$ cat src/rtl/rca_pkg.sv
`default_nettype none
package rca_pkg;
  // Register byte offsets
  localparam logic [7:0] RCA_OFS_WEEKDAY = 8'h00;
  localparam logic [7:0] RCA_OFS_DAY = 8'h04;
  localparam logic [7:0] RCA_OFS_MONTH = 8'h08;
  localparam logic [7:0] RCA_OFS_YEAR = 8'h0c;
  localparam logic [7:0] RCA_OFS_SEC_ALARM = 8'h10;
  localparam logic [7:0] RCA_OFS_MIN_ALARM = 8'h14;
  localparam logic [7:0] RCA_OFS_HOUR_ALARM = 8'h18;
  localparam logic [7:0] RCA_OFS_CONTROL = 8'h1c;
  // Word index width and end of the mapped byte range
  localparam int RCA_IDX_W = 3;
  localparam logic [7:0] RCA_MAP_END = 8'h20;
  // Control register fields
  localparam int RCA_CTL_CF_BIT = 7;
  localparam int RCA_CTL_AIE_BIT = 3;
  localparam int RCA_CTL_AF_BIT = 0;
  // Alarm enable field
  localparam int RCA_ALARM_EN_BIT = 7;
  // Calendar limits (BCD)
  localparam logic [2:0] RCA_WEEKDAY_FIRST = 3'h0;
  localparam logic [2:0] RCA_WEEKDAY_LAST = 3'h6;
  localparam logic [5:0] RCA_DAY_FIRST = 6'h01;
  localparam logic [5:0] RCA_DAY_31 = 6'h31;
  localparam logic [5:0] RCA_DAY_30 = 6'h30;
  localparam logic [5:0] RCA_DAY_29 = 6'h29;
  localparam logic [5:0] RCA_DAY_28 = 6'h28;
  localparam logic [4:0] RCA_MONTH_FIRST = 5'h01;
  localparam logic [4:0] RCA_MONTH_FEB = 5'h02;
  localparam logic [4:0] RCA_MONTH_LAST = 5'h12;
  localparam logic [15:0] RCA_YEAR_LAST = 16'h9999;
  localparam logic [3:0] RCA_BCD_NINE = 4'h9;
  // Values after reset
  localparam logic RCA_RST_ALARM_EN = 1'b0;
  localparam logic RCA_RST_FLAG = 1'b0;
  localparam logic RCA_RST_AIE = 1'b0;
  // AXI responses
  localparam logic [1:0] RCA_RESP_OKAY = 2'h0;
  localparam logic [1:0] RCA_RESP_SLVERR = 2'h2;
endpackage
`default_nettype wire

$ cat src/rtl/rca_last_day.sv
`timescale 1ns/100ps
`default_nettype none
module rca_last_day import rca_pkg::*; (
  input wire logic [4:0] i_month, // BCD month
  input wire logic [15:0] i_year, // BCD year
  output logic [5:0] o_last_day, // BCD last day of month
  output logic o_leap // Year is leap
);
  logic div4_low;
  logic div4_high;
  logic low_zero;
  logic is_long;

  // Two BCD digits divisible by four
  function automatic logic bcd_div4(input logic [3:0] tens, input logic [3:0] units);
    logic u_even;
    u_even = (units == 4'h0) || (units == 4'h4) || (units == 4'h8);
    bcd_div4 = tens[0] ? ((units == 4'h2) || (units == 4'h6)) : u_even;
  endfunction

  // Leap year from divisibility by 4, 100 and 400
  assign div4_low = bcd_div4(i_year[7:4], i_year[3:0]);
  assign div4_high = bcd_div4(i_year[15:12], i_year[11:8]);
  assign low_zero = (i_year[7:0] == 8'h00);
  assign o_leap = low_zero ? div4_high : div4_low;

  // Months with 31 days
  assign is_long = (i_month == 5'h01) || (i_month == 5'h03) || (i_month == 5'h05) ||
                   (i_month == 5'h07) || (i_month == 5'h08) || (i_month == 5'h10) ||
                   (i_month == RCA_MONTH_LAST);
  assign o_last_day = (i_month == RCA_MONTH_FEB) ? (o_leap ? RCA_DAY_29 : RCA_DAY_28) :
                      (is_long ? RCA_DAY_31 : RCA_DAY_30);
endmodule // rca_last_day
`default_nettype wire

$ cat src/rtl/rca_calendar_alarm.sv
`timescale 1ns/100ps
`default_nettype none
module rca_calendar_alarm import rca_pkg::*; (
  input wire logic i_clk, // 100 MHz clock
  input wire logic i_rst_n, // Async reset, active low
  input wire logic i_day_carry, // Daily carry pulse from hour stage
  input wire logic i_sec_carry, // Second counter carry pulse
  input wire logic i_div_carry, // Divider carry pulse
  input wire logic i_fast_read, // Fast counter being read
  input wire logic [7:0] i_second_count, // BCD second counter
  input wire logic [7:0] i_minute_count, // BCD minute counter
  input wire logic [7:0] i_hour_count, // BCD hour counter
  input wire logic [7:0] s_axi_awaddr, // Write address
  input wire logic s_axi_awvalid, // Write address valid
  output logic s_axi_awready, // Write address ready
  input wire logic [31:0] s_axi_wdata, // Write data
  input wire logic [3:0] s_axi_wstrb, // Write byte strobes
  input wire logic s_axi_wvalid, // Write data valid
  output logic s_axi_wready, // Write data ready
  output logic [1:0] s_axi_bresp, // Write response
  output logic s_axi_bvalid, // Write response valid
  input wire logic s_axi_bready, // Write response ready
  input wire logic [7:0] s_axi_araddr, // Read address
  input wire logic s_axi_arvalid, // Read address valid
  output logic s_axi_arready, // Read address ready
  output logic [31:0] s_axi_rdata, // Read data
  output logic [1:0] s_axi_rresp, // Read response
  output logic s_axi_rvalid, // Read data valid
  input wire logic s_axi_rready, // Read data ready
  output logic o_alarm_flag, // Alarm flag
  output logic o_carry_flag, // Carry flag
  output logic o_alarm_irq // Alarm interrupt
);
  // Reset synchroniser
  logic rst_meta_n_ff;
  logic rst_n_ff;

  always_ff @(posedge i_clk or negedge i_rst_n) begin
    if (!i_rst_n) begin
      rst_meta_n_ff <= 1'b0;
      rst_n_ff <= 1'b0;
    end else begin
      rst_meta_n_ff <= 1'b1;
      rst_n_ff <= rst_meta_n_ff;
    end
  end

  // Calendar and alarm storage
  logic [2:0] weekday_ff;
  logic [5:0] day_ff;
  logic [4:0] month_ff;
  logic [15:0] year_ff;
  logic [6:0] sec_alarm_ff, min_alarm_ff;
  logic [5:0] hour_alarm_ff;
  logic sec_alarm_en_ff, min_alarm_en_ff, hour_alarm_en_ff;
  logic alarm_flag_ff, carry_flag_ff, alarm_irq_en_ff, match_prev_ff;

  // Bus state
  logic aw_held_ff, w_held_ff, bvalid_ff, rvalid_ff;
  logic [7:0] aw_addr_ff;
  logic [31:0] w_data_ff, rdata_ff;
  logic [3:0] w_strb_ff;
  logic [1:0] bresp_ff, rresp_ff;

  // Write channel handshakes and decode
  logic aw_fire, w_fire, wr_fire, wr_mapped, wr_lane0, wr_lane1;
  logic [RCA_IDX_W-1:0] wr_idx;
  logic wr_weekday, wr_day, wr_month, wr_year_lo, wr_year_hi;
  logic wr_sec_alarm, wr_min_alarm, wr_hour_alarm, wr_control;

  assign s_axi_awready = !aw_held_ff;
  assign s_axi_wready = !w_held_ff;
  assign aw_fire = s_axi_awvalid && s_axi_awready;
  assign w_fire = s_axi_wvalid && s_axi_wready;
  assign wr_fire = aw_held_ff && w_held_ff && !bvalid_ff;
  assign wr_mapped = (aw_addr_ff < RCA_MAP_END);
  assign wr_idx = aw_addr_ff[RCA_IDX_W+1:2];
  assign wr_lane0 = wr_fire && wr_mapped && w_strb_ff[0];
  assign wr_lane1 = wr_fire && wr_mapped && w_strb_ff[1];
  assign wr_weekday = wr_lane0 && (wr_idx == RCA_OFS_WEEKDAY[RCA_IDX_W+1:2]);
  assign wr_day = wr_lane0 && (wr_idx == RCA_OFS_DAY[RCA_IDX_W+1:2]);
  assign wr_month = wr_lane0 && (wr_idx == RCA_OFS_MONTH[RCA_IDX_W+1:2]);
  assign wr_year_lo = wr_lane0 && (wr_idx == RCA_OFS_YEAR[RCA_IDX_W+1:2]);
  assign wr_year_hi = wr_lane1 && (wr_idx == RCA_OFS_YEAR[RCA_IDX_W+1:2]);
  assign wr_sec_alarm = wr_lane0 && (wr_idx == RCA_OFS_SEC_ALARM[RCA_IDX_W+1:2]);
  assign wr_min_alarm = wr_lane0 && (wr_idx == RCA_OFS_MIN_ALARM[RCA_IDX_W+1:2]);
  assign wr_hour_alarm = wr_lane0 && (wr_idx == RCA_OFS_HOUR_ALARM[RCA_IDX_W+1:2]);
  assign wr_control = wr_lane0 && (wr_idx == RCA_OFS_CONTROL[RCA_IDX_W+1:2]);

  // Write address and data holding
  always_ff @(posedge i_clk or negedge rst_n_ff) begin
    if (!rst_n_ff) begin
      aw_held_ff <= 1'b0;
      w_held_ff <= 1'b0;
      aw_addr_ff <= 8'h00;
      w_data_ff <= 32'h0000_0000;
      w_strb_ff <= 4'h0;
    end else begin
      if (aw_fire) begin
        aw_held_ff <= 1'b1;
        aw_addr_ff <= s_axi_awaddr;
      end else if (wr_fire) begin
        aw_held_ff <= 1'b0;
      end
      if (w_fire) begin
        w_held_ff <= 1'b1;
        w_data_ff <= s_axi_wdata;
        w_strb_ff <= s_axi_wstrb;
      end else if (wr_fire) begin
        w_held_ff <= 1'b0;
      end
    end
  end

  // Write response
  always_ff @(posedge i_clk or negedge rst_n_ff) begin
    if (!rst_n_ff) begin
      bvalid_ff <= 1'b0;
      bresp_ff <= RCA_RESP_OKAY;
    end else if (wr_fire) begin
      bvalid_ff <= 1'b1;
      bresp_ff <= wr_mapped ? RCA_RESP_OKAY : RCA_RESP_SLVERR;
    end else if (s_axi_bready) begin
      bvalid_ff <= 1'b0;
    end
  end

  assign s_axi_bvalid = bvalid_ff;
  assign s_axi_bresp = bresp_ff;

  // Next calendar values
  logic [5:0] last_day;
  logic leap_year;
  logic day_wrap;
  logic month_carry;
  logic month_wrap;
  logic year_carry;
  logic [2:0] nxt_weekday;
  logic [5:0] nxt_day;
  logic [4:0] nxt_month;
  logic [15:0] nxt_year;
  logic [4:0] yr_cin;

  rca_last_day u_last_day (
    .i_month(month_ff),
    .i_year(year_ff),
    .o_last_day(last_day),
    .o_leap(leap_year)
  );

  // Weekday wraps Saturday to Sunday
  assign nxt_weekday = (weekday_ff >= RCA_WEEKDAY_LAST) ? RCA_WEEKDAY_FIRST :
                       weekday_ff + 3'h1;

  // Day steps in BCD and wraps past the month's last day
  assign day_wrap = (day_ff >= last_day);
  assign nxt_day = day_wrap ? RCA_DAY_FIRST :
                   (day_ff[3:0] == RCA_BCD_NINE) ? {day_ff[5:4] + 2'h1, 4'h0} :
                   {day_ff[5:4], day_ff[3:0] + 4'h1};
  assign month_carry = i_day_carry && day_wrap;

  // Month steps in BCD and wraps past December
  assign month_wrap = (month_ff >= RCA_MONTH_LAST);
  assign nxt_month = month_wrap ? RCA_MONTH_FIRST :
                     (month_ff[3:0] == RCA_BCD_NINE) ? 5'h10 :
                     {month_ff[4], month_ff[3:0] + 4'h1};
  assign year_carry = month_carry && month_wrap;

  // Year digits ripple in BCD, 9999 wraps to 0000
  assign yr_cin[0] = 1'b1;
  for (genvar g = 0; g < 4; g++) begin : g_year_digit
    assign nxt_year[4*g+:4] = !yr_cin[g] ? year_ff[4*g+:4] :
                              (year_ff[4*g+:4] == RCA_BCD_NINE) ? 4'h0 :
                              year_ff[4*g+:4] + 4'h1;
    assign yr_cin[g+1] = yr_cin[g] && (year_ff[4*g+:4] == RCA_BCD_NINE);
  end

  // Calendar counters, no reset so contents survive it; writes beat carries
  always_ff @(posedge i_clk) begin
    if (wr_weekday) begin
      weekday_ff <= w_data_ff[2:0];
    end else if (i_day_carry) begin
      weekday_ff <= nxt_weekday;
    end
    if (wr_day) begin
      day_ff <= w_data_ff[5:0];
    end else if (i_day_carry) begin
      day_ff <= nxt_day;
    end
    if (wr_month) begin
      month_ff <= w_data_ff[4:0];
    end else if (month_carry) begin
      month_ff <= nxt_month;
    end
    if (wr_year_lo || wr_year_hi) begin
      year_ff <= {wr_year_hi ? w_data_ff[15:8] : year_ff[15:8],
                  wr_year_lo ? w_data_ff[7:0] : year_ff[7:0]};
    end else if (year_carry) begin
      year_ff <= nxt_year;
    end
  end

  // Alarm fields, kept through reset
  always_ff @(posedge i_clk) begin
    if (wr_sec_alarm) begin
      sec_alarm_ff <= w_data_ff[6:0];
    end
    if (wr_min_alarm) begin
      min_alarm_ff <= w_data_ff[6:0];
    end
    if (wr_hour_alarm) begin
      hour_alarm_ff <= w_data_ff[5:0];
    end
  end

  // Alarm enables, cleared by reset
  always_ff @(posedge i_clk or negedge rst_n_ff) begin
    if (!rst_n_ff) begin
      sec_alarm_en_ff <= RCA_RST_ALARM_EN;
      min_alarm_en_ff <= RCA_RST_ALARM_EN;
      hour_alarm_en_ff <= RCA_RST_ALARM_EN;
    end else begin
      if (wr_sec_alarm) begin
        sec_alarm_en_ff <= w_data_ff[RCA_ALARM_EN_BIT];
      end
      if (wr_min_alarm) begin
        min_alarm_en_ff <= w_data_ff[RCA_ALARM_EN_BIT];
      end
      if (wr_hour_alarm) begin
        hour_alarm_en_ff <= w_data_ff[RCA_ALARM_EN_BIT];
      end
    end
  end

  // Alarm comparison over enabled fields only
  logic any_alarm_en;
  logic alarm_match;
  logic alarm_set;
  logic carry_set;

  assign any_alarm_en = sec_alarm_en_ff || min_alarm_en_ff || hour_alarm_en_ff;
  assign alarm_match = any_alarm_en &&
                       (!sec_alarm_en_ff || (sec_alarm_ff == i_second_count[6:0])) &&
                       (!min_alarm_en_ff || (min_alarm_ff == i_minute_count[6:0])) &&
                       (!hour_alarm_en_ff || (hour_alarm_ff == i_hour_count[5:0]));
  assign alarm_set = alarm_match && !match_prev_ff;
  assign carry_set = i_sec_carry || (i_div_carry && i_fast_read);

  // Flags: hardware set wins over a software clear
  always_ff @(posedge i_clk or negedge rst_n_ff) begin
    if (!rst_n_ff) begin
      alarm_flag_ff <= RCA_RST_FLAG;
      carry_flag_ff <= RCA_RST_FLAG;
      alarm_irq_en_ff <= RCA_RST_AIE;
      match_prev_ff <= 1'b0;
    end else begin
      match_prev_ff <= alarm_match;
      alarm_flag_ff <= alarm_set ||
                       (wr_control ? (w_data_ff[RCA_CTL_AF_BIT] && alarm_flag_ff) :
                       alarm_flag_ff);
      carry_flag_ff <= carry_set ||
                       (wr_control ? w_data_ff[RCA_CTL_CF_BIT] : carry_flag_ff);
      if (wr_control) begin
        alarm_irq_en_ff <= w_data_ff[RCA_CTL_AIE_BIT];
      end
    end
  end

  assign o_alarm_flag = alarm_flag_ff;
  assign o_carry_flag = carry_flag_ff;
  assign o_alarm_irq = alarm_flag_ff && alarm_irq_en_ff;

  // Read decode, reserved bits as zero
  logic ar_fire;
  logic rd_mapped;
  logic [RCA_IDX_W-1:0] rd_idx;
  logic [31:0] rd_word;
  logic [31:0] ctl_word;

  assign s_axi_arready = !rvalid_ff;
  assign ar_fire = s_axi_arvalid && s_axi_arready;
  assign rd_mapped = (s_axi_araddr < RCA_MAP_END);
  assign rd_idx = s_axi_araddr[RCA_IDX_W+1:2];
  assign ctl_word = {24'h00_0000, carry_flag_ff, 3'h0, alarm_irq_en_ff, 2'h0, alarm_flag_ff};
  assign rd_word = !rd_mapped ? 32'h0000_0000 :
    (rd_idx == RCA_OFS_WEEKDAY[RCA_IDX_W+1:2]) ? {29'h0000_0000, weekday_ff} :
    (rd_idx == RCA_OFS_DAY[RCA_IDX_W+1:2]) ? {26'h000_0000, day_ff} :
    (rd_idx == RCA_OFS_MONTH[RCA_IDX_W+1:2]) ? {27'h000_0000, month_ff} :
    (rd_idx == RCA_OFS_YEAR[RCA_IDX_W+1:2]) ? {16'h0000, year_ff} :
    (rd_idx == RCA_OFS_SEC_ALARM[RCA_IDX_W+1:2]) ?
      {24'h00_0000, sec_alarm_en_ff, sec_alarm_ff} :
    (rd_idx == RCA_OFS_MIN_ALARM[RCA_IDX_W+1:2]) ?
      {24'h00_0000, min_alarm_en_ff, min_alarm_ff} :
    (rd_idx == RCA_OFS_HOUR_ALARM[RCA_IDX_W+1:2]) ?
      {24'h00_0000, hour_alarm_en_ff, 1'b0, hour_alarm_ff} :
    ctl_word;

  // Read response
  always_ff @(posedge i_clk or negedge rst_n_ff) begin
    if (!rst_n_ff) begin
      rvalid_ff <= 1'b0;
      rdata_ff <= 32'h0000_0000;
      rresp_ff <= RCA_RESP_OKAY;
    end else if (ar_fire) begin
      rvalid_ff <= 1'b1;
      rdata_ff <= rd_word;
      rresp_ff <= rd_mapped ? RCA_RESP_OKAY : RCA_RESP_SLVERR;
    end else if (s_axi_rready) begin
      rvalid_ff <= 1'b0;
    end
  end

  assign s_axi_rvalid = rvalid_ff;
  assign s_axi_rdata = rdata_ff;
  assign s_axi_rresp = rresp_ff;

  // Checks
  chk_weekday_wrap: assert property (@(posedge i_clk) disable iff (!rst_n_ff)
    (i_day_carry && !wr_weekday && weekday_ff == RCA_WEEKDAY_LAST) |=>
      weekday_ff == RCA_WEEKDAY_FIRST)
    else $error("weekday did not wrap to Sunday");
  chk_weekday_zero: assert property (@(posedge i_clk) disable iff (!rst_n_ff)
    (ar_fire && s_axi_araddr == RCA_OFS_WEEKDAY) |=> s_axi_rdata[31:3] == 29'h0000_0000)
    else $error("weekday upper bits not zero");
  chk_day_step: assert property (@(posedge i_clk) disable iff (!rst_n_ff)
    (i_day_carry && !wr_day && !day_wrap && day_ff[3:0] == RCA_BCD_NINE) |=>
      day_ff[3:0] == 4'h0 && day_ff[5:4] == $past(day_ff[5:4]) + 2'h1)
    else $error("day BCD step wrong");
  chk_leap_feb: assert property (@(posedge i_clk) disable iff (!rst_n_ff)
    (i_day_carry && !wr_day && month_ff == RCA_MONTH_FEB && day_ff == RCA_DAY_28 &&
     leap_year) |=> day_ff == RCA_DAY_29)
    else $error("leap February skipped day 29");
  chk_day_wrap: assert property (@(posedge i_clk) disable iff (!rst_n_ff)
    (i_day_carry && !wr_day && !wr_month && day_ff == last_day) |=>
      day_ff == RCA_DAY_FIRST && month_ff != $past(month_ff))
    else $error("month end did not wrap day and carry");
  chk_day_zero: assert property (@(posedge i_clk) disable iff (!rst_n_ff)
    (ar_fire && s_axi_araddr == RCA_OFS_DAY) |=> s_axi_rdata[31:6] == 26'h000_0000)
    else $error("day upper bits not zero");
  chk_month_wrap: assert property (@(posedge i_clk) disable iff (!rst_n_ff)
    (month_carry && !wr_month && month_ff == RCA_MONTH_LAST) |=>
      month_ff == RCA_MONTH_FIRST)
    else $error("month did not wrap to January");
  chk_month_zero: assert property (@(posedge i_clk) disable iff (!rst_n_ff)
    (ar_fire && s_axi_araddr == RCA_OFS_MONTH) |=> s_axi_rdata[31:5] == 27'h000_0000)
    else $error("month upper bits not zero");
  chk_year_carry: assert property (@(posedge i_clk) disable iff (!rst_n_ff)
    (year_carry && !wr_year_lo && !wr_year_hi) |=> year_ff != $past(year_ff))
    else $error("yearly carry lost");
  chk_year_wrap: assert property (@(posedge i_clk) disable iff (!rst_n_ff)
    (year_carry && !wr_year_lo && !wr_year_hi && year_ff == RCA_YEAR_LAST) |=>
      year_ff == 16'h0000)
    else $error("year did not wrap to 0000");
  chk_alarm_set: assert property (@(posedge i_clk) disable iff (!rst_n_ff)
    (alarm_match && !match_prev_ff) |=> alarm_flag_ff ##1 !alarm_match || alarm_flag_ff)
    else $error("alarm flag not set on match");
  chk_alarm_idle: assert property (@(posedge i_clk) disable iff (!rst_n_ff)
    (!any_alarm_en && !alarm_flag_ff && !wr_control) |=> !alarm_flag_ff)
    else $error("alarm flag set with no field enabled");
  chk_carry_set: assert property (@(posedge i_clk) disable iff (!rst_n_ff)
    (i_div_carry && i_fast_read) |=> o_carry_flag)
    else $error("carry flag not set");
  chk_irq_gate: assert property (@(posedge i_clk) disable iff (!rst_n_ff)
    (wr_control && !w_data_ff[RCA_CTL_AIE_BIT]) |=> !o_alarm_irq)
    else $error("alarm interrupt not masked by cleared enable");
endmodule // rca_calendar_alarm
`default_nettype wire

$ cat config.mk
export PLATFORM = sky130hd
export DESIGN_NAME = rca_calendar_alarm
export DESIGN_NICKNAME = d
export VERILOG_FILES = /design/src/rtl/rca_pkg.sv /design/src/rtl/rca_last_day.sv /design/src/rtl/rca_calendar_alarm.sv
export SDC_FILE = /design/constraint.sdc
export NUM_CORES = 1
export LEC_CHECK = 0
export ABC_AREA = 1
export BUFFER_PORTS_ARGS = -buffer_cell sky130_fd_sc_hd__buf_4
export CORE_MARGIN = 5
export CORE_UTILIZATION = 49
export DETAILED_ROUTE_END_ITERATION = 8
export PLACE_DENSITY = 0.79
export SETUP_SLACK_MARGIN = 0.3
export SYNTH_ARGS = -nofsm -noshare
export SYNTH_HDL_FRONTEND = slang
export SYNTH_SLANG_ARGS = --single-unit
$ cat constraint.sdc
create_clock -name i_clk -period 1.7 [get_ports i_clk]
set_clock_uncertainty 0.05 [all_clocks]
set_input_delay 0.34 -clock i_clk [delete_from_list [all_inputs] [get_ports i_clk]]
set_output_delay 0.34 -clock i_clk [all_outputs]
set_load 0.05 [all_outputs]
# [After elaboration in Yosys (flattened, before gate mapping)]
# Index checks and enable logic that the tools add are counted.
[totals] regBits=125 in_bits=87 output_inout_bits=44 elab_cells=212
[op_classes] add_sub_neg=8 n_lt_le_gt_ge=5 n_eq_ne=40 mux=47 reduce_logical=81
[op_table] cell="2-to-1 mux 16 bit" n=7
[op_table] cell="2-to-1 mux 8 bit" n=5
[op_table] cell="equality test 4 bit, second input constant" n=8
[op_table] cell="2-to-1 mux 6 bit" n=5
[op_table] cell="logical AND 1 bit" n=28
[op_table] cell="2-to-1 mux 4 bit" n=7
[op_table] cell="adder 4 x 1 -> 4 bit, second input constant" n=6
[op_table] cell="nonzero test 2 bit" n=11
[op_table] cell="equality test 3 bit, second input constant" n=7
[op_table] cell="logical OR 1 bit" n=21
[op_table] cell="2-to-1 mux 5 bit" n=4
[op_table] cell="equality test 4 x 3 -> 1 bit, second input constant" n=4
[op_table] cell="less-than comparator 8 x 6 -> 1 bit, second input constant" n=2
[op_table] cell="equality test 7 bit" n=2
[op_table] cell="2-to-1 mux 1 bit" n=14
[op_table] cell="equality test 3 x 2 -> 1 bit, second input constant" n=4
[op_table] cell="equality test 5 x 2 -> 1 bit, second input constant" n=2
[op_table] cell="equality test 5 x 3 -> 1 bit, second input constant" n=2
[op_table] cell="equality test 5 bit, second input constant" n=2
[op_table] cell="2-to-1 mux 3 bit" n=3
[op_table] cell="AND reduction 3 bit" n=3
[op_table] cell="equality test 4 x 2 -> 1 bit, second input constant" n=2
[op_table] cell="logical NOT 1 bit" n=8
[op_table] cell="logical NOT 4 bit" n=2
[op_table] cell="other kinds (15)" n=22

# [Longest topological paths before layout]
# Gate-level depths: netlist of run 1.
[logic_depth] depth_word=14 mapped_depth=15

# [Cells and area by module]
# Synthesis of run 1 repeated with hierarchy kept, for this count alone.
[hier_totals] hier_cells=653 area_unflattened_um2=5718.0
[modules_own_cells] module="rca_calendar_alarm" instances=1 cells_each=614 area_each_um2=5516.5 seq_area_each_um2=2877.8
[modules_own_cells] module="rca_last_day" instances=1 cells_each=39 area_each_um2=201.4 seq_area_each_um2=0.0

# [Least setup slack after synthesis of run 1]
# No wires, ideal clock.
[synth_path] kind="flip-flop to flip-flop" from="register month_ff[3]" to="register year_ff[12] (enable)" setup_time_ns=0.329 arrival_ns=1.968 path_slack_ns=-0.647 path_stages_with_launch=14 cell_sequence="edfxtp_1 > nor2_1 > inv_1 > nor3_1 > inv_1 > nor2_1 > a21oi_1 > ha_1 > nand4_1 > nand3_1 > nand3_1 > nand2_1 > nand2_1 > nor2_1"
[synth_via] elab_chain_cells=14 word_cells_on_any_way=22 cone_classes="2 x order compare; 8 x eq/ne; 2 x mux; 10 x reduce/logical"
[synth_rtl] item="start, declared" line_no="rca_calendar_alarm.sv:51" rtl="logic [4:0] month_ff;"
[synth_rtl] item="start signal, assigned" line_no="rca_calendar_alarm.sv:191" rtl="month_ff <= w_data_ff[4:0];"
[synth_rtl] item="start signal, assigned" line_no="rca_calendar_alarm.sv:193" rtl="month_ff <= nxt_month;"
[synth_rtl] item="equality test 5 x 1 -> 1 bit / equality test 5 x 2 -> 1 bit (equally long branches)" line_no="rca_last_day.sv:28" rtl="assign is_long = (i_month == 5'h01) || (i_month == 5'h03) || (i_month == 5'h05) ||"
[synth_rtl] item="logical OR 1 bit (3 in a row)" line_no="rca_last_day.sv:28"
[synth_rtl] item="logical OR 1 bit (3 in a row)" line_no="rca_last_day.sv:29" rtl="(i_month == 5'h07) || (i_month == 5'h08) || (i_month == 5'h10) ||"
[synth_rtl] item="2-to-1 mux 1 bit" line_no="rca_last_day.sv:32" rtl="(is_long ? RCA_DAY_31 : RCA_DAY_30);"
[synth_rtl] item="2-to-1 mux 6 bit" line_no="rca_last_day.sv:31" rtl="assign o_last_day = (i_month == RCA_MONTH_FEB) ? (o_leap ? RCA_DAY_29 : RCA_DAY_28) :"
[synth_rtl] item=">= comparator 6 bit" line_no="rca_calendar_alarm.sv:156" rtl="assign day_wrap = (day_ff >= last_day);"
[synth_rtl] item="logical AND 1 bit" line_no="rca_calendar_alarm.sv:160" rtl="assign month_carry = i_day_carry && day_wrap;"
[synth_rtl] item="logical AND 1 bit (*)" line_no="rca_calendar_alarm.sv:167" rtl="assign year_carry = month_carry && month_wrap;"
[synth_rtl] item="nonzero test 2 bit (no source line) (*)"
[synth_rtl] item="AND reduction 3 bit (no source line) (*)"
[synth_rtl] item="end signal, assigned" line_no="rca_calendar_alarm.sv:196" rtl="year_ff <= {wr_year_hi ? w_data_ff[15:8] : year_ff[15:8],"
[synth_rtl] item="end signal, assigned" line_no="rca_calendar_alarm.sv:199" rtl="year_ff <= nxt_year;"
[synth_rtl] item="end, declared" line_no="rca_calendar_alarm.sv:52" rtl="logic [15:0] year_ff;"
# Every way passes the cells marked *; elsewhere a longest branch is shown, timed or not.
# A chain may end at the register's enable or synchronous reset.

# [Worst setup path after layout of run 1]
[layout_path] from="register year_ff[9]" to="register day_ff[5] (enable)"
[layout_via] elab_chain_cells=10 word_cells_on_any_way=15 cone_classes="1 x order compare; 4 x eq/ne; 4 x mux; 6 x reduce/logical"
[layout_rtl] item="equality test 4 x 3 -> 1 bit / logical NOT 4 bit (equally long branches)" line_no="rca_last_day.sv:17" rtl="u_even = (units == 4'h0) || (units == 4'h4) || (units == 4'h8);"
[layout_rtl] item="logical OR 1 bit (2 in a row)" line_no="rca_last_day.sv:17"
[layout_rtl] item="2-to-1 mux 1 bit (*)" line_no="rca_last_day.sv:18" rtl="bcd_div4 = tens[0] ? ((units == 4'h2) || (units == 4'h6)) : u_even;"
[layout_rtl] item="2-to-1 mux 1 bit (*)" line_no="rca_last_day.sv:25" rtl="assign o_leap = low_zero ? div4_high : div4_low;"
[layout_rtl] item="2-to-1 mux 1 bit (*)" line_no="rca_last_day.sv:31"
[layout_rtl] item="2-to-1 mux 6 bit (*)" line_no="rca_last_day.sv:31"
[layout_rtl] item=">= comparator 6 bit (*)" line_no="rca_calendar_alarm.sv:156"
[layout_rtl] item="nonzero test 3 bit (no source line) (*)"
[layout_rtl] item="AND reduction 2 bit (no source line) (*)"
[layout_rtl] item="end signal, assigned" line_no="rca_calendar_alarm.sv:186" rtl="day_ff <= w_data_ff[5:0];"
[layout_rtl] item="end signal, assigned" line_no="rca_calendar_alarm.sv:188" rtl="day_ff <= nxt_day;"
[layout_rtl] item="end, declared" line_no="rca_calendar_alarm.sv:50" rtl="logic [5:0] day_ff;"
# Marks and branches as above.

==> parameters.txt, run 1 <==
Parameter                              Value

Critical path
  Maximum fanout along the worst path ... 4
  Arrival time of data at the critical path endpoint ... 2.66 ns
  Nature of the critical path startpoint ... flip-flop
  Setup Crit Path Kind ... reg2reg
  Data required time of the worst path ... 1.81 ns
  Sort of element at the end of the critical path ... flip-flop

Synthesis
  Post-synth design cell area ... 5480 µm²
  Yosys top cell area share ... 0.274
  Post-synthesis cell type with the largest combined area ... edfxtp_1
  Synth Area per Inst ... 9.00 µm²
  Most instantiated cells after synthesis ... nand2_1 (124), inv_1 (74), dfrtp_1 (55), nor2_1 (55), edfxtp_1 (50)
  Number of distinct library cell variants in the gate-level netlist after synthesis ... 41
  Post-synth EDFFs ... 50
  Most numerous cell in the Yosys netlist ... nand2_1
  Yosys warns ... 0
  Cell count after synthesis ... 609
  Sequential-to-total area share from yosys stat ... 0.525
  Number of register bits inferred by synthesis ... 105
  Asr flop ratio synth ... 0.524
  Synth Flop Type ... dfrtp_1
  Leading post-synthesis cells by cell area ... edfxtp_1 (27%), dfrtp_1 (25%), nand2_1 (8.5%), inv_1 (5.1%), o21ai_0 (4.5%)

Placed design
  Input/output buffers ... 86
  Final weighted congestion in routability-driven placement ... 0.898
  HPWL Detailed ... 11,400 µm
  Pre-CTS worst setup slack ... -0.688 ns

CTS
  # clock sinks ... 105
  Worst-skew pair later-pin latency ... 0.38 ns
  Root buffer selected by CTS ... clkbuf_8
  CTS Buf Count ... 9
  H-tree levels ... 3
  Clock input transition at the sequential cells of the worst setup and hold paths ... 0.11 ns
  Largest buffer count on any clock path ... 2
  Clock tree from TritonCTS ... done

Power
  Register share of total power ... 0.403
  Power share of the clock group ... 0.173
  Total Power Consumption ... 9.28 mW
  Pwr per Cell Area ... 1100 nW/µm²
  Worst VDD drop ... 1.21 mV
  Int Pwr ... 5.72 mW
  Portion of total power attributed to combinational logic ... 0.424
  Switching portion of total power ... 0.384
  Net Sw Power ... 3.56 mW
  Leakage power total ... 4.00 nW

Drt
  Vias per inst ... 5.67
  DRT Wirelength ... 18,500 µm
  Overall via count from detail_route ... 5,538
  Number of violations reported at the end of detailed-routing iteration 0 ... 543
  Iteration count of the initial detailed-routing pass ... 6
  WL/cell ... 18.9 µm
  Count of antenna-violating nets left after detailed routing ... 0
  Remaining routing DRC violations ... 0

Global routing
  Antenna violations before repair ... 0
  Maximum number of pins on one net before global-route repair ... 54
  First-pass GRT wire length ... 26,400 µm
  Overall routing resource usage ... 0.256
  Global-route congestion overflow total ... 0
  Vias in the first global route ... 5,431

Die
  Top-level I/O count ... 131
  Die extent in y ... 116 µm
  Area of the die ... 13,400 µm²
  Placement Rows ... 38
  Starting density of the core ... 0.503
  Placeable Area ... 10,900 µm²
  Die X ... 116 µm

Finish
  Util after Layout ... 0.774
  Antenna Diode Count ... 0
  Sequential cell area ... 2880 µm²
  Fraction of final layout cells with drive strength greater than 1 ... 0.452
  Area delta synth->final ... 53.7%
  Number of fillers in the final layout ... 614
  Post-layout net count ... 925
  Area used by multi-input combinational logic ... 2890 µm²

STA
  Fin. max-slew vios ... 0
  Number of hold violations in the final report ... 0
  Unrepaired setup endpoints after global routing ... true
  Max frequency ... 393 MHz
  Post-route minimum period ... 2.54 ns
  Setup violations, final ... 85
  Tightest Pin Transition ... 0.824 ns
  Relative slew slack ... 0.449
  Part of the cycle the worst path needs ... 1.50
  Post-route worst setup slack ... -0.845 ns

Run status
  Violations in the final reports ... negative setup slack
  Outcome ... finished, violations left

Min path
  Worst min path class ... in2reg

Flow run
  Number of max-cap violations ... 0
-- cell type report --
type,count,share of cell area
Tap cell,140,0.0208
Multi-Input combinational cell,418,0.343
Timing Repair Buffer,220,0.232
Clock inverter,6,0.00787
Inverter,78,0.0388
Sequential cell,105,0.342
Clock buffer,10,0.0152
-- worst max-delay path, stage by stage (launching register included) --
cell and delay [ns]:
edfxtp_1 0.44, inv_1 0.16, nand3_2 0.13, a21oi_2 0.17, o21ai_1 0.08, nand2_1 0.08
nand4_1 0.11, a21oi_2 0.14, ha_1 0.24, nand4_1 0.11, nand3_2 0.16, nor2_4 0.21
nand2_4 0.11, nand2_1 0.08, inv_1 0.06
-- final timing paths --
kind                               from      endpoint  slack, ns  cells after the start
min in group asynchronous      rst_n_ff  w_strb_ff[1]       0.22                      1
max in group asynchronous      rst_n_ff  o_alarm_flag       1.11                      1
max                          year_ff[9]     day_ff[5]      -0.84                     14
min reg2reg                    rst_n_ff  w_strb_ff[1]       0.22                      1
max reg2reg                  year_ff[9]     day_ff[5]      -0.84                     14
min                        s_axi_rready  s_axi_rvalid       0.07                      2
-- cells by family after synthesis --
group / after synthesis / synth area share
muxes: 14 / 0.0288
other: 2 / 0.00137
DFF: 105 / 0.525
adders and majority gates: 6 / 0.0137
buffers and inverters: 104 / 0.0877
xor gates and xnor gates: 24 / 0.0384
AOI/OAI and AO/OA: 111 / 0.114
and+or+nand+nor: 243 / 0.190
-- state kept, by name (all words and copies together), names as in the netlist, 2 cells and up --
| register | flops |
|---|---|
| aw_addr_ff | 6 |
| day_ff | 6 |
| hour_alarm_ff | 6 |
| min_alarm_ff | 7 |
| month_ff | 5 |
| s_axi_rdata | 16 |
| sec_alarm_ff | 7 |
| w_data_ff | 16 |
| w_strb_ff | 2 |
| weekday_ff | 3 |
| year_ff | 16 |
-- placed cells by master (no fill, tap or decap), types with 6 or more instances in the layout --
master / netlist / routed
o21ai_1: 4 / 20
dfrtp_1: 55 / 51
a21oi_1: 30 / 25
buf_12: 0 / 6
o21ai_0: 49 / 21
buf_6: 2 / 43
nand2_2: 3 / 15
clkbuf_8: 0 / 9
nand3_2: 2 / 9
conb_1: 2 / 19
nand2_1: 124 / 94
nor2_1: 55 / 34
nand2_4: 0 / 13
inv_2: 4 / 13
edfxtp_1: 50 / 50
nor2_4: 1 / 18
nand2_8: 0 / 6
nand4_1: 11 / 11
xnor2_1: 7 / 6
nor2_2: 2 / 6
buf_4: 19 / 163
xor2_1: 17 / 17
buf_8: 0 / 6
mux2_4: 0 / 14
nand3_1: 34 / 23
inv_1: 74 / 57
o21ai_2: 0 / 12
-- stage by stage --
stage / area, µm² / hold WS [ns] / setup TNS [ns] / instances
floorplan: 5810 / -0.00559 / -13.34 / 626
global placement: 7120 / 0.0721 / -14.74 / 915
detailed placement: 7120 / 0.0733 / -18.41 / 915
CTS: 8030 / 0.0657 / -18.64 / 966
global route: 8420 / 0.0657 / -34.09 / 977
finish: 8420 / 0.0727 / -28.08 / 977
-- layer usage --
layer  up-vias  wire length (µm)  share of wire  GRT usage
met5         -                 0              0          0
met4         0               737          0.040     0.0974
met3        78              1530          0.083     0.0501
met2       344              9630           0.52      0.454
met1      2655              6570           0.36      0.308
li1       2461                 -              -          -
-- power by group through the flow --
stage               sequential (mW)  combinational [mW]  clock, mW
global placement               3.69                2.91          0
detailed placement             3.73                3.01          0
floorplan                      3.85                1.70          0
finish                         3.74                3.93       1.61
global route                   3.80                4.17       1.71
CTS                            3.70                3.50       1.58
-- timing repair --
action                                  CTS  global route
endpoints found under the setup margin  106           114
pin swaps                                23            29
resized for setup                       105            78
setup buffers                            31            11
hold buffers                              1             0
cloned                                    3             0
hold endpoints to repair                  2             0
Note: power is estimated with default switching activity, not from simulation.
==> inputs of run 2 (changes only) <==
--- a/config.mk
+++ b/config.mk
@@ -10,6 +10,7 @@
 export CORE_MARGIN = 5
 export CORE_UTILIZATION = 49
 export DETAILED_ROUTE_END_ITERATION = 8
+export GPL_TIMING_DRIVEN = 0
 export PLACE_DENSITY = 0.79
 export SETUP_SLACK_MARGIN = 0.3
 export SYNTH_ARGS = -nofsm -noshare
==> run 2 against run 1 <==
  * The run still ends with negative setup slack left
  * Global-route usage decreased by 2.4 points
  * Total power decreased by 3.4%
  * Clock power is 4% lower
  * Register-to-register slack worse by 0.14 ns
  * Sequential share of layout area grew 1.0 points
  * Die area did not move
  * Cell count decreased by 2.0%
  * First-iteration DRC count down 11%
  * Combinational power fell by 9.2%
  * Critical path depth is 1 lower
  * Count of clock-buffer cells in the layout decreased by 1
==> parameters.txt, run 2 (synthesis results as in run 1) <==
Parameter                              Value

CTS
  Clock input transition at the sequential cells of the worst setup and hold paths ... 0.11 ns
  Clock tree from TritonCTS ... done
  CTS Buf Count ... 9
  Worst-skew pair later-pin latency ... 0.39 ns
  # clock sinks ... 105
  Root buffer selected by CTS ... clkbuf_8
  Largest buffer count on any clock path ... 2
  H-tree levels ... 3

Critical path
  Sort of element at the end of the critical path ... flip-flop
  Data required time of the worst path ... 1.75 ns
  Maximum fanout along the worst path ... 4
  Worst reg2reg path endpoint ... year_ff[15]
  Arrival time of data at the critical path endpoint ... 2.74 ns
  Launching point of the worst reg2reg path ... year_ff[6]
  R2R cell count ... 13
  Nature of the critical path startpoint ... flip-flop
  Setup Crit Path Kind ... reg2reg
  Reg-to-reg setup timing slack ... -0.98 ns

Global routing
  Global-route congestion overflow total ... 0
  First-pass GRT wire length ... 24,200 µm
  Overall routing resource usage ... 0.232
  Vias in the first global route ... 5,028
  Antenna violations before repair ... 0
  Maximum number of pins on one net before global-route repair ... 54

STA
  Relative slew slack ... 0.485
  Setup violations, final ... 86
  Unrepaired setup endpoints after global routing ... true
  Tightest Pin Transition ... 0.770 ns
  Fin. max-slew vios ... 0
  Number of hold violations in the final report ... 0
  Post-route worst setup slack ... -0.984 ns
  Minimum hold slack ... 0.0739 ns
  Max frequency ... 373 MHz
  Part of the cycle the worst path needs ... 1.58
  Final sum of negative setup slack ... -41.48 ns
  Post-route minimum period ... 2.68 ns

Run status
  Violations in the final reports ... negative setup slack
  Outcome ... finished, violations left

Die
  Top-level I/O count ... 131
  Die extent in y ... 116 µm
  Die X ... 116 µm
  Area of the die ... 13,400 µm²
  Starting density of the core ... 0.503
  Placeable Area ... 10,900 µm²
  Placement Rows ... 38

Power
  Net Sw Power ... 3.53 mW
  Register share of total power ... 0.430
  Power share of the clock group ... 0.172
  Switching portion of total power ... 0.394
  Int Pwr ... 5.43 mW
  Worst VDD drop ... 1.11 mV
  Leakage power total ... 3.86 nW
  Pwr per Cell Area ... 1090 nW/µm²
  Portion of total power attributed to combinational logic ... 0.398

Flow run
  Number of max-cap violations ... 0

Drt
  Count of antenna-violating nets left after detailed routing ... 0
  DRT Wirelength ... 18,300 µm
  Remaining routing DRC violations ... 0
  WL/cell ... 19.1 µm
  Number of violations reported at the end of detailed-routing iteration 0 ... 484
  Overall via count from detail_route ... 5,439
  Vias per inst ... 5.68
  Iteration count of the initial detailed-routing pass ... 5

Finish
  Area delta synth->final ... 49.6%
  Antenna Diode Count ... 0
  Sequential cell area ... 2890 µm²
  Post-layout net count ... 905
  Area used by multi-input combinational logic ... 2790 µm²
  Number of non-filler instances in the completed layout ... 957
  Fraction of final layout cells with drive strength greater than 1 ... 0.436
  Most common library cell in the layout ignoring fill and taps ... buf_4
  Final instance area ... 8200 µm²
  Number of fillers in the final layout ... 684
  Most frequent cells in the layout ... buf_4 (144), nand2_1 (103), inv_1 (52), edfxtp_1 (50), dfrtp_1 (49)

Placed design
  Final weighted congestion in routability-driven placement ... 0.940
  Cell area after placement ... 6620 µm²
  Input/output buffers ... 84
  Dpl cells ... 850
  HPWL Detailed ... 10,700 µm

Min path
  Worst min path class ... in2reg
  Source of the worst hold timing path ... s_axi_bready
  WHS Path Cells ... 2
  Hold EP ... s_axi_bvalid
-- run 2: cell count changes in the layout (fill, tap and decap cells not counted), moves of 3 or more --
cell	change
o21ai_1	+6
nand3_1	-3
nand2_4	-6
inv_2	+5
inv_1	-5
o21ai_2	-4
nand2_2	-4
nand3_2	+4
buf_4	-19
nand2_1	+9
-- run 2: power by group through the flow --
stage / Clock [mW] / Combinational, mW / Sequential, mW
5_1_grt: 1.66 / 3.76 / 3.91
3_5_place_dp: 0 / 2.48 / 3.85
6_report: 1.54 / 3.57 / 3.85
4_1_cts: 1.51 / 2.96 / 3.80
2_1_floorplan: 0 / 1.70 / 3.85
3_3_place_gp: 0 / 2.39 / 3.82
-- run 2: final cells by class --
type / instances / area share
Tap cell: 140 / 0.0214
Sequential cell: 105 / 0.352
Inverter: 78 / 0.0406
Timing Repair Buffer: 175 / 0.193
Buffer: 26 / 0.0292
Clock inverter: 7 / 0.00717
Multi-Input combinational cell: 417 / 0.341
Clock buffer: 9 / 0.0151
-- run 2: layer usage --
metal	track usage	up-vias	routed length, µm
met5	0	-	0
met4	0.0951	0	908
met3	0.0439	91	1500
met2	0.403	354	9230
met1	0.284	2580	6670
li1	-	2414	-
-- run 2: worst max-delay path by stage --
stage / from / depth (start not counted) / slack [ns] / to
floorplan: month_ff[0] / 13 / -0.53 / year_ff[12]
global placement: month_ff[0] / 13 / -0.80 / year_ff[13]
detailed placement: month_ff[0] / 13 / -0.87 / year_ff[14]
CTS: month_ff[3] / 13 / -0.66 / year_ff[14]
global route: month_ff[1] / 14 / -1.10 / year_ff[12]
finish: year_ff[6] / 13 / -0.98 / year_ff[15]
-- run 2: critical path, cell delays in order, from the launching register on --
cell	delay, ns
edfxtp_1	0.48
inv_2	0.13
nand4_1	0.14
o21ai_1	0.17
nand2_1	0.10
nand4_1	0.14
a21oi_2	0.07
ha_1	0.30
nand4_1	0.15
nand3_2	0.19
nand3_4	0.12
nand2_2	0.11
nand2_4	0.07
nor2_4	0.17
-- run 2: stage by stage --
step	setup slack, ns	total power, mW	utilization
after floorplan	-0.529	5.55	-
after global placement	-0.796	6.21	0.608
after detailed placement	-0.873	6.33	0.608
after CTS	-0.661	8.27	0.685
after global routing	-1.10	9.34	0.753
final	-0.984	8.96	0.753
-- run 2: repair_timing --
action	in CTS	in global routing
hold buffers	1	0
gates resized for setup	62	109
cloned	1	3
setup buffers	52	34
pin swaps	17	28
hold endpoints to repair	2	0
setup endpoints to repair	100	122
==> inputs of run 3 (changes only) <==
--- a/config.mk
+++ b/config.mk
@@ -7,11 +7,13 @@
 export LEC_CHECK = 0
 export ABC_AREA = 1
 export BUFFER_PORTS_ARGS = -buffer_cell sky130_fd_sc_hd__buf_4
+export CAP_MARGIN = 25
 export CORE_MARGIN = 5
 export CORE_UTILIZATION = 49
 export DETAILED_ROUTE_END_ITERATION = 8
 export GPL_TIMING_DRIVEN = 0
 export PLACE_DENSITY = 0.79
+export RECOVER_POWER = 50
 export SETUP_SLACK_MARGIN = 0.3
 export SYNTH_ARGS = -nofsm -noshare
 export SYNTH_HDL_FRONTEND = slang
==> run 3 against run 2 <==
  * The flow still finishes with violations (negative setup slack)
  * Routed wire length shrank 1.9%
  * Worst hold slack lost 0.0048 ns
  * Maximum frequency is 4.0% higher
  * Register-to-register slack gained 0.10 ns
  * Count of clock-buffer cells in the layout up 1
  * Critical path type unchanged
  * Largest cell class unchanged
  * Largest power group unchanged
==> parameters.txt, run 3 (synthesis results as in run 1) <==
Parameter                              Value

Die
  Starting density of the core ... 0.503
  Die extent in y ... 116 µm
  Area of the die ... 13,400 µm²
  Die X ... 116 µm
  Top-level I/O count ... 131
  Placeable Area ... 10,900 µm²
  Placement Rows ... 38

Critical path
  Arrival time of data at the critical path endpoint ... 2.65 ns
  Sort of element at the end of the critical path ... flip-flop
  Data required time of the worst path ... 1.77 ns
  Maximum fanout along the worst path ... 3
  Nature of the critical path startpoint ... flip-flop
  Setup Crit Path Kind ... reg2reg

Finish
  Final instance area ... 8200 µm²
  Area used by multi-input combinational logic ... 2830 µm²
  Number of fillers in the final layout ... 687
  Most common library cell in the layout ignoring fill and taps ... buf_4
  Antenna Diode Count ... 0
  Sequential cell area ... 2890 µm²
  Post-layout net count ... 899
  Fraction of final layout cells with drive strength greater than 1 ... 0.444
  Area delta synth->final ... 49.6%
  Most frequent cells in the layout ... buf_4 (137), nand2_1 (94), inv_1 (51), edfxtp_1 (50), dfrtp_1 (49)

Global routing
  Overall routing resource usage ... 0.224
  Vias in the first global route ... 4,967
  Global-route congestion overflow total ... 0
  First-pass GRT wire length ... 23,500 µm
  Maximum number of pins on one net before global-route repair ... 34
  Antenna violations before repair ... 0

CTS
  Clock input transition at the sequential cells of the worst setup and hold paths ... 0.11 ns
  Root buffer selected by CTS ... clkbuf_8
  Worst-skew pair later-pin latency ... 0.39 ns
  Largest buffer count on any clock path ... 2
  CTS Buf Count ... 9
  Clock tree from TritonCTS ... done
  # clock sinks ... 105
  H-tree levels ... 3

Placed design
  Final weighted congestion in routability-driven placement ... 0.940
  HPWL Detailed ... 10,800 µm
  Input/output buffers ... 84
  Pre-CTS worst setup slack ... -0.870 ns
  Cell area after placement ... 6640 µm²

STA
  Relative slew slack ... 0.405
  Number of hold violations in the final report ... 0
  Unrepaired setup endpoints after global routing ... true
  Max frequency ... 388 MHz
  Part of the cycle the worst path needs ... 1.52
  Final sum of negative setup slack ... -38.00 ns
  Post-route worst setup slack ... -0.880 ns
  Fin. max-slew vios ... 0
  Setup violations, final ... 86
  Tightest Pin Transition ... 0.889 ns
  Post-route minimum period ... 2.58 ns

Drt
  DRT Wirelength ... 18,000 µm
  Number of violations reported at the end of detailed-routing iteration 0 ... 519
  Vias per inst ... 5.66
  Count of antenna-violating nets left after detailed routing ... 0
  Iteration count of the initial detailed-routing pass ... 5
  Overall via count from detail_route ... 5,383
  WL/cell ... 18.9 µm
  Remaining routing DRC violations ... 0

Run status
  Outcome ... finished, violations left
  Violations in the final reports ... negative setup slack

Min path
  Worst min path class ... in2reg

Power
  Leakage power total ... 3.84 nW
  Total Power Consumption ... 9.12 mW
  Pwr per Cell Area ... 1110 nW/µm²
  Worst VDD drop ... 1.09 mV

Flow run
  Number of max-cap violations ... 0
==> run 3: changes by cell type in the layout (fill, tap and decap cells not counted), moves of 2 or more <==
cell,change
nand2_1,-9
buf_4,-7
nand2_2,+6
nand2_4,+3
a21oi_2,+2
buf_8,+2
inv_4,+2
nor2_2,+2
o21ai_1,-2
o22ai_2,-2
==> run 3: final timing paths <==
check                                  start             end  slack [ns]  cells after the start
worst max-delay path             year_ff[11]       day_ff[0]       -0.88                     14
worst min-delay path            s_axi_rready    s_axi_rvalid        0.07                      2
min in group asynchronous           rst_n_ff    w_data_ff[8]        0.19                      0
worst max register to register   year_ff[11]       day_ff[0]       -0.88                     14
worst min register to register      rst_n_ff    w_data_ff[8]        0.19                      0
max in group asynchronous           rst_n_ff  s_axi_rdata[6]        0.85                      1
==> run 3: report_power, final <==
group | internal [mW] | switching, mW | total [mW]
Clock | 0.610 | 0.971 | 1.58
Sequential | 3.28 | 0.552 | 3.84
Combinational | 1.64 | 2.06 | 3.70
==> run 3: critical path: stages (launching register included) <==
cell,delay [ns]
edfxtp_1,0.46
nand2_1,0.14
nand3_2,0.09
a21oi_2,0.15
o21ai_1,0.07
nand2_1,0.09
nand4_1,0.13
a21oi_2,0.16
ha_1,0.24
nand4_1,0.15
nand3_4,0.12
buf_4,0.16
nor2_4,0.12
buf_6,0.13
a22oi_2,0.05
==> run 3: cell type report <==
class                   instances  area share
clock inverters                 6     0.00717
clock buffers                  10      0.0168
repair buffers                169       0.187
multi-input cells             417       0.345
plain buffers                  26      0.0285
inverters                      78      0.0415
flip-flops and latches        105       0.352
well taps                     140      0.0214
==> run 3: through the flow <==
step / hold slack [ns] / utilization / instances
after floorplan: -0.00559 / - / 626
after global placement: 0.0728 / 0.608 / 850
after detailed placement: 0.0734 / 0.610 / 851
after CTS: 0.0725 / 0.676 / 904
after global routing: 0.0542 / 0.753 / 951
final: 0.0691 / 0.753 / 951
==> run 3: repair_timing <==
item / CTS / global route
pin swaps: 17 / 38
hold buffers: 1 / 0
gates cloned: 1 / 2
endpoints found under the setup margin: 98 / 123
gates resized for setup: 61 / 124
buffers inserted: 35 / 45
hold endpoints to repair: 2 / 0
==> run 3: routing by layer <==
layer	routed length, µm	up-vias	global-route usage	share of wire
met2	9200	327	0.392	0.51
met4	815	0	0.0874	0.045
met3	1550	84	0.0334	0.087
met1	6380	2571	0.282	0.36
met5	0	-	0	0
li1	-	2401	-	-
